$ cat src/rtl/ssag_defines.svh
`ifndef SSAG_DEFINES_SVH
`define SSAG_DEFINES_SVH

// register encodings {crn, crm, opc2} of coprocessor writes and reads
`define SSAG_ENC_SYSCTL   {4'h1, 4'h0, 3'h0}
`define SSAG_ENC_AUXCTL   {4'h1, 4'h0, 3'h1}
`define SSAG_ENC_SECCFG   {4'h1, 4'h1, 3'h0}
`define SSAG_ENC_TBASE0   {4'h2, 4'h0, 3'h0}
`define SSAG_ENC_TBCTL    {4'h2, 4'h0, 3'h2}
`define SSAG_ENC_DOMAIN   {4'h3, 4'h0, 3'h0}
`define SSAG_ENC_PRIMAP   {4'hA, 4'h2, 3'h0}
`define SSAG_ENC_NORMAP   {4'hA, 4'h2, 3'h1}
`define SSAG_ENC_VECBASE  {4'hC, 4'h0, 3'h0}
`define SSAG_ENC_MONVEC   {4'hC, 4'h0, 3'h1}

// storage slot of each register
`define SSAG_IDX_SYSCTL   4'h0
`define SSAG_IDX_AUXCTL   4'h1
`define SSAG_IDX_TBASE0   4'h2
`define SSAG_IDX_TBCTL    4'h3
`define SSAG_IDX_DOMAIN   4'h4
`define SSAG_IDX_PRIMAP   4'h5
`define SSAG_IDX_NORMAP   4'h6
`define SSAG_IDX_VECBASE  4'h7
`define SSAG_IDX_MONVEC   4'h8
`define SSAG_IDX_SECCFG   4'h9
`define SSAG_NUM_REGS     10

// field position of the select bit inside the secure configuration reg
`define SSAG_NSBIT_POS    0

// processor mode codes and reset values
`define SSAG_MODE_USR     5'h10
`define SSAG_MODE_SVC     5'h13
`define SSAG_MODE_MON     5'h16
`define SSAG_RST_MODE     5'h13
`define SSAG_RST_NSBIT    1'b0
`define SSAG_RST_VAL      32'h0000_0000

`endif

$ cat src/rtl/ssag_pkg.sv
package ssag_pkg;

  // security class of a system register
  typedef enum logic [1:0] {
    SSAG_CLS_COMMON,
    SSAG_CLS_BANKED,
    SSAG_CLS_SECURE
  } ssag_class_t;

endpackage

$ cat src/rtl/ssag_reg_decode.sv
`timescale 1ns/10ps
`include "ssag_defines.svh"

module ssag_reg_decode (
  input  wire logic                [3:0] crn_in,
  input  wire logic                [3:0] crm_in,
  input  wire logic                [2:0] opc2_in,
  output logic                           hit_out,
  output logic                     [3:0] idx_out,
  output ssag_pkg::ssag_class_t          class_out,
  output logic                           protect_out
);
  import ssag_pkg::*;

  // pure decode of the register encoding, no state
  always_comb begin
    hit_out     = 1'b1;
    idx_out     = `SSAG_IDX_SYSCTL;
    class_out   = SSAG_CLS_BANKED;
    protect_out = 1'b1;
    case ({crn_in, crm_in, opc2_in})
      `SSAG_ENC_SYSCTL: idx_out = `SSAG_IDX_SYSCTL;
      `SSAG_ENC_AUXCTL: begin
        idx_out   = `SSAG_IDX_AUXCTL;
        class_out = SSAG_CLS_COMMON;
      end
      `SSAG_ENC_TBASE0:  idx_out = `SSAG_IDX_TBASE0;
      `SSAG_ENC_TBCTL:   idx_out = `SSAG_IDX_TBCTL;
      `SSAG_ENC_DOMAIN:  idx_out = `SSAG_IDX_DOMAIN;
      `SSAG_ENC_PRIMAP:  idx_out = `SSAG_IDX_PRIMAP;
      `SSAG_ENC_NORMAP:  idx_out = `SSAG_IDX_NORMAP;
      `SSAG_ENC_VECBASE: idx_out = `SSAG_IDX_VECBASE;
      `SSAG_ENC_MONVEC: begin
        idx_out   = `SSAG_IDX_MONVEC;
        class_out = SSAG_CLS_SECURE;
      end
      `SSAG_ENC_SECCFG: begin
        // configuration reg itself is not in the lockable set
        idx_out     = `SSAG_IDX_SECCFG;
        class_out   = SSAG_CLS_SECURE;
        protect_out = 1'b0;
      end
      default: begin
        hit_out     = 1'b0;
        protect_out = 1'b0;
        class_out   = SSAG_CLS_COMMON;
      end
    endcase
  end

endmodule

$ cat src/rtl/ssag_access_guard.sv
`timescale 1ns/10ps
`include "ssag_defines.svh"

// How it works
// locked writes to protected registers raise undefined
// system and auxiliary control writes are lockable
// table base zero and control are lockable
// domain access register write is lockable
// both memory remap registers are lockable
// exception vector base register is lockable
// monitor vector base register is lockable
// soc holds lock low during reset
// lock change acts on next decoded access
// registers are secure-only, banked or common
// monitor mode accesses are always secure
// in monitor, select bit picks banked copy
// monitor always reaches secure-only registers
// reads of locked registers still complete
// reset gives supervisor, secure, select bit zero
// outside monitor, security state picks copy
// locked non-secure banked copy writes proceed

module ssag_access_guard #(
  parameter int DATA_W = 32
) (
  input  wire logic                   clock_in,
  input  wire logic                   resetn_in,
  input  wire logic                   secure_write_lock_in,
  input  wire logic                   req_valid_in,
  input  wire logic                   req_write_in,
  input  wire logic             [2:0] req_opc1_in,
  input  wire logic             [3:0] req_crn_in,
  input  wire logic             [3:0] req_crm_in,
  input  wire logic             [2:0] req_opc2_in,
  input  wire logic      [DATA_W-1:0] req_wdata_in,
  input  wire logic                   mode_wr_in,
  input  wire logic             [4:0] mode_in,
  output logic                        resp_valid_out,
  output logic                        resp_undef_out,
  output logic           [DATA_W-1:0] resp_rdata_out,
  output logic                        resp_secure_copy_out,
  output ssag_pkg::ssag_class_t       resp_class_out,
  output logic                        nonsecure_select_bit_out,
  output logic                  [4:0] cpu_mode_out
);
  import ssag_pkg::*;

  logic              dec_hit;
  logic        [3:0] dec_idx;
  ssag_class_t       dec_cls;
  logic              dec_prot;

  // register copies: secure (also common) and non-secure banked
  logic [DATA_W-1:0] sec_q [`SSAG_NUM_REGS];
  logic [DATA_W-1:0] sec_d [`SSAG_NUM_REGS];
  logic [DATA_W-1:0] nsc_q [`SSAG_NUM_REGS];
  logic [DATA_W-1:0] nsc_d [`SSAG_NUM_REGS];

  logic        [4:0] mode_q;
  logic        [4:0] mode_d;
  logic              ns_q;
  logic              ns_d;
  logic              vld_q;
  logic              vld_d;
  logic              undef_q;
  logic              undef_d;
  logic [DATA_W-1:0] rdata_q;
  logic [DATA_W-1:0] rdata_d;
  logic              secsel_q;
  logic              secsel_d;
  ssag_class_t       cls_q;
  ssag_class_t       cls_d;

  logic              monitor;
  logic              secure_state;
  logic              use_sec;
  logic              privileged;
  logic              lock_hit;

  ssag_reg_decode u_decode (
    .crn_in      (req_crn_in),
    .crm_in      (req_crm_in),
    .opc2_in     (req_opc2_in),
    .hit_out     (dec_hit),
    .idx_out     (dec_idx),
    .class_out   (dec_cls),
    .protect_out (dec_prot)
  );

  // security view of the current access
  always_comb begin
    monitor      = (mode_q == `SSAG_MODE_MON);
    secure_state = monitor | ~ns_q;
    // monitor: select bit picks the copy; elsewhere the state does,
    // and both collapse to the inverted select bit
    use_sec      = (dec_cls != SSAG_CLS_BANKED) | ~ns_q;
    privileged   = (mode_q != `SSAG_MODE_USR);
    // lock is used unregistered so the very next access sees it
    lock_hit     = req_write_in & secure_write_lock_in & dec_prot & use_sec;
  end

  // next values of the bank, mode, select bit and response
  always_comb begin
    sec_d    = sec_q;
    nsc_d    = nsc_q;
    mode_d   = mode_q;
    ns_d     = ns_q;
    vld_d    = req_valid_in;
    undef_d  = 1'b0;
    rdata_d  = '0;
    secsel_d = 1'b0;
    cls_d    = SSAG_CLS_COMMON;
    // mode change is seen by accesses from the next cycle on
    if (mode_wr_in) begin
      mode_d = mode_in;
    end
    if (req_valid_in) begin
      cls_d    = dec_cls;
      secsel_d = use_sec;
      if (!dec_hit || (req_opc1_in != 3'h0) || !privileged) begin
        undef_d = 1'b1;
      end else if (dec_cls == SSAG_CLS_SECURE && !secure_state) begin
        undef_d = 1'b1;
      end else if (lock_hit) begin
        undef_d = 1'b1;
      end else if (req_write_in) begin
        if (use_sec) begin
          sec_d[dec_idx] = req_wdata_in;
        end else begin
          nsc_d[dec_idx] = req_wdata_in;
        end
        if (dec_idx == `SSAG_IDX_SECCFG) begin
          ns_d = req_wdata_in[`SSAG_NSBIT_POS];
        end
      end else begin
        // reads go through even under lock
        rdata_d = use_sec ? sec_q[dec_idx] : nsc_q[dec_idx];
      end
    end
  end

  // registers only; reset puts the core in secure supervisor state
  always_ff @(posedge clock_in) begin
    if (!resetn_in) begin
      for (int i = 0; i < `SSAG_NUM_REGS; i++) begin
        sec_q[i] <= `SSAG_RST_VAL;
        nsc_q[i] <= `SSAG_RST_VAL;
      end
      mode_q   <= `SSAG_RST_MODE;
      ns_q     <= `SSAG_RST_NSBIT;
      vld_q    <= 1'b0;
      undef_q  <= 1'b0;
      rdata_q  <= '0;
      secsel_q <= 1'b0;
      cls_q    <= SSAG_CLS_COMMON;
    end else begin
      sec_q    <= sec_d;
      nsc_q    <= nsc_d;
      mode_q   <= mode_d;
      ns_q     <= ns_d;
      vld_q    <= vld_d;
      undef_q  <= undef_d;
      rdata_q  <= rdata_d;
      secsel_q <= secsel_d;
      cls_q    <= cls_d;
    end
  end

  // every output straight from a flip-flop
  assign resp_valid_out           = vld_q;
  assign resp_undef_out           = undef_q;
  assign resp_rdata_out           = rdata_q;
  assign resp_secure_copy_out     = secsel_q;
  assign resp_class_out           = cls_q;
  assign nonsecure_select_bit_out = ns_q;
  assign cpu_mode_out             = mode_q;

  // helper terms for the checks below
  logic [10:0] chk_enc;
  logic        chk_lkw;
  logic        chk_sec_wr;
  logic        rst_seen_q;
  logic        rst_seen_d;
  assign chk_enc    = {req_crn_in, req_crm_in, req_opc2_in};
  // chk_lkw: a legal write from the secure side while locked
  assign chk_lkw    = req_valid_in & req_write_in & secure_write_lock_in
                      & privileged & (req_opc1_in == 3'h0) & ~ns_q;
  assign chk_sec_wr = chk_lkw | (req_valid_in & req_write_in & privileged
                      & (req_opc1_in == 3'h0) & ~ns_q);

  // remembers that reset was just released
  always_comb begin
    rst_seen_d = ~resetn_in;
  end

  // registered copy, read by the reset check only
  always_ff @(posedge clock_in) begin
    rst_seen_q <= rst_seen_d;
  end
endmodule

$ cat config.mk
export PLATFORM = sky130hd
export DESIGN_NAME = ssag_access_guard
export DESIGN_NICKNAME = d
export VERILOG_FILES = /design/src/rtl/ssag_pkg.sv /design/src/rtl/ssag_reg_decode.sv /design/src/rtl/ssag_access_guard.sv
export VERILOG_INCLUDE_DIRS = /design/src /design/src/rtl
export SDC_FILE = /design/constraint.sdc
export NUM_CORES = 2
export LEC_CHECK = 0
export BUFFER_PORTS_ARGS = -buffer_cell sky130_fd_sc_hd__buf_2
export CELL_PAD_IN_SITES_DETAIL_PLACEMENT = 0
export CELL_PAD_IN_SITES_GLOBAL_PLACEMENT = 2
export CORE_ASPECT_RATIO = 0.6
export CORE_MARGIN = 2
export CORE_UTILIZATION = 40
export CTS_CLUSTER_DIAMETER = 80
export DETAILED_ROUTE_END_ITERATION = 12
export GPL_TIMING_DRIVEN = 0
export PLACE_DENSITY_LB_ADDON = 0.2
export SETUP_SLACK_MARGIN = 0.15
export SYNTH_ARGS = -nofsm -noshare
export SYNTH_HDL_FRONTEND = slang
export SYNTH_SLANG_ARGS = --single-unit
$ cat constraint.sdc
create_clock -name clock_in -period 6.7 [get_ports clock_in]
set_clock_uncertainty 0.2 [all_clocks]
set_input_delay 0.67 -clock clock_in [delete_from_list [all_inputs] [get_ports clock_in]]
set_output_delay 0.67 -clock clock_in [all_outputs]
set_load 0.05 [all_outputs]
==> PnR_summary.wiki <==
{| class="wikitable"
! Metric !! Value
|-
| Data arrival time of the critical path || 6.36 ns
|-
| PortBufs || 65
|-
| Total of warnings raised by yosys || 0
|-
| Relative slew margins || -0.114
|-
| CTS resizes || 0
|-
| Die height || 202 microns
|-
| Number of antenna violations at the first check in global routing || 12
|-
| Pin count of the biggest net entering global routing || 16
|-
| Level count of the clock H-tree || 2
|-
| Die X || between 300 and 400 microns
|-
| Combined area of the multi-input logic cells || 12600 sq um
|-
| Largest fanout of any net on the critical path || 10
|-
| Detail-routed via count per cell || between 6 and 7
|-
| Final HPWL from detailed placement || 85600 microns
|-
| Number of standard-cell rows in the floorplan || 72
|-
| Max Fclk || 164 MHz
|-
| Synth Instances || 2907
|-
| Commonest cells after routing, fill and taps aside || 802 x nand2_1, 619 x dfxtp_1, 325 x mux2i_1
|-
| Wire length of the first global-routing pass || 164000 microns
|-
| Number of global-route vias before repair || 22400
|-
| GRT Overall Usage || 0.340
|-
| Most common library cell in the layout ignoring fill and taps || nand2_1
|-
| Run status || complete, but fails checks
|-
| Proportion of register bits with asynchronous set or reset after synthesis || 0
|-
| Required @ worst endpoint || 6.96 ns
|-
| Total die area || 67400 sq um
|-
| Filler instances || roughly 6300
|-
| Setup repair after global routing missed its margin || false
|-
| Slew of the pin with the lowest slew margin || 1.67 ns
|-
| Seq/Total Area, Yosys || 0.475
|-
| Reg area || about 12000 sq um
|-
| Startpoint Class || input pin
|-
| Post-route minimum period || 6.10 ns
|-
| Violations in the final reports || max-capacitance violations, max-slew violations
|-
| Cell area after synthesis || 26100 sq um
|-
| CP Class || in2reg
|-
| Number of library cell types mapped by synthesis || 64
|-
| Count of placed standard cells in the final layout, fillers left out || 3940
|-
| Setup repair bufs after CTS || 0
|-
| Leak Pwr || 11.1 nW
|-
| Placeable core area || 64500 sq um
|-
| Number of buffers on the longest clock path || 3
|-
| Main flop type after synthesis || dfxtp_1
|-
| Critical Path Sink Type || flip-flop
|-
| Via total after detailed routing || 24100
|-
| Drt first-iter violations || 3302
|-
| Final Cycle Share || 0.911
|-
| Cell area power density || 254 nW/um^2
|-
| Last weighted congestion value of the routability-driven placer || 0.948
|-
| Number of buffers inserted by hold repair at cts || 0
|-
| Register bit total from synthesis || 619
|-
| Antenna-violating nets left || 0
|-
| Clock latency on the worst-skew pair || 0.67 ns
|-
| Total DRC errors in the routed layout || 0
|-
| CTS tree || done
|-
| Net Count, Synth || 2964
|-
| Total number of clock tree sinks || 619
|-
| Hold Fails Final Rpt || 0
|-
| Final number of setup-violating endpoints || 0
|-
| Routed length per placed instance || 29.9 microns
|-
| Boundary Pins || 100
|-
| EDFF count, synth || 0
|-
| Cell at the root of the clock tree || clkbuf_16
|-
| Number of slew-limit violations in the final report || between 40 and 50
|-
| Final nets || 3093
|-
| Average cell area after synthesis || 8.98 sq um
|-
| Total congestion overflow after global routing || 0
|-
| Iteration count of the initial detailed-routing pass || 6
|-
| Clock-pin slew on the worst setup and hold paths || 0.06 ns
|-
| Dpl cells || roughly 3800
|-
| Number of maximum-capacitance constraint violations || 4
|-
| Setup_tns || 0 ns
|-
| Wire length after detailed routing || 118000 microns
|-
| Signed area change from the synthesized netlist to the final layout || 13.3%
|-
| CTS Buf Count || 60
|-
| VDD IR-drop max || 0.000190 V
|-
| Worst min path class || in2reg
|-
| Initial Utilization || 0.405
|-
| Layout cells sized above 1 || 0.0814
|}
[worst max-delay path: stages]
cell and delay [ns]:
buf_2 0.12, nor4b_1 0.60, nand2_1 0.32, o22ai_1 0.32
clkbuf_1 0.99, buf_1 0.74, clkbuf_1 1.12, a222oi_1 0.35
a21oi_1 0.24, nor3_1 0.10, a211oi_1 0.76
[metal layers]
layer	up-vias	routed length, microns	GRT usage
met5	-	128	0.00709
met1	12000	53700	0.512
li1	10500	-	-
met2	1451	46100	0.471
met4	7	3420	0.0952
met3	187	14300	0.0897
[cells in the mapped netlist (4+ instances only)]
cell type / instances / area (sq um)
nand2b_1: 11 / 68.8
nand3_1: 70 / 350
o21a_1: 8 / 60.1
o221a_2: 4 / 45.0
a22oi_1: 33 / 248
a31oi_1: 4 / 25.0
or3_1: 9 / 56.3
o21ai_0: 24 / 120
nor2_1: 22 / 82.6
buf_4: 9 / 67.6
nor4_1: 4 / 25.0
a221o_1: 26 / 260
and2_1: 39 / 244
nor2b_1: 36 / 225
nor3_1: 23 / 115
and4_1: 4 / 35.0
buf_1: 20 / 75.1
nand2_1: 802 / 3010
nand4_1: 4 / 25.0
a211oi_1: 10 / 75.1
inv_1: 5 / 18.8
a22o_1: 33 / 289
mux2i_1: 325 / 3250
o22ai_1: 6 / 37.5
clkbuf_1: 195 / 732
a21boi_1: 39 / 293
a221oi_1: 54 / 473
a21boi_0: 193 / 1450
o221ai_1: 15 / 131
a21oi_1: 98 / 490
a2bb2oi_1: 4 / 35.0
buf_2: 47 / 235
dfxtp_1: 619 / 12400
a31o_2: 4 / 35.0
o311a_1: 4 / 40.0
a222oi_1: 56 / 561
[power by group]
part	internal, W	total, W	leakage, nW	switching (W)
clock network	0.00200	0.00357	1.00	0.00157
registers	0.00368	0.00368	4.98	0.00000175
logic	0.0000547	0.000269	5.10	0.000214
[final cells by class]
class / count / area share
sequential: 619 / 0.419
tap: 851 / 0.0360
buffer: 274 / 0.0388
multi-input combinational: 2009 / 0.425
antenna: 4 / 0.000338
clock buffer: 93 / 0.0621
clock inverter: 18 / 0.00626
inverter: 5 / 0.000634
timing repair buffer: 67 / 0.0120
[per-stage QoR]
stage          area, sq um  setup WS [ns]  hold WS, ns   util  total power, W
4_1_cts              29600          0.898       0.0262  0.458         0.00753
3_3_place_gp         27500          0.213        0.236  0.426         0.00402
5_1_grt              29600          0.700       0.0485  0.459         0.00770
3_5_place_dp         27500          0.235        0.240  0.427         0.00403
6_report             29600          0.597       0.0483  0.459         0.00752
2_1_floorplan        26100           3.02        0.226      -         0.00390
[sequential cells by signal (all words and copies together), names as in the netlist]
register and flops:
resp_class_out 2, nsc_q 256, resp_rdata_out 32, sec_q 320, cpu_mode_out 5, nonsecure_select_bit_out 1
resp_undef_out 1, resp_secure_copy_out 1, resp_valid_out 1
[cells by family (layout without fill, tap and decap cells)]
| group | count (synthesis) | after routing | share of synthesized area |
|---|---|---|---|
| simple gates | 1055 | 1055 | 0.173 |
| compound gates | 627 | 627 | 0.183 |
| flops | 619 | 619 | 0.475 |
| mux | 325 | 325 | 0.125 |
| buf+inv | 279 | 457 | 0.0445 |
| xor+xnor | 2 | 2 | 0.000671 |
| other cells | 0 | 4 | 0 |
[final timing paths]
check / from / end / slack [ns] / depth (start not counted)
hold / removal: mode_in[4] / cpu_mode_out[4] / 0.05 / 3
hold reg to reg: nsc_q[174] / nsc_q[174] / 0.25 / 2
setup / recovery: req_crm_in[2] / resp_rdata_out[3] / 0.60 / 11
setup reg to reg: nonsecure_select_bit_out / resp_rdata_out[22] / 1.88 / 7
No activity file was read; power rests on OpenSTA's default activity.
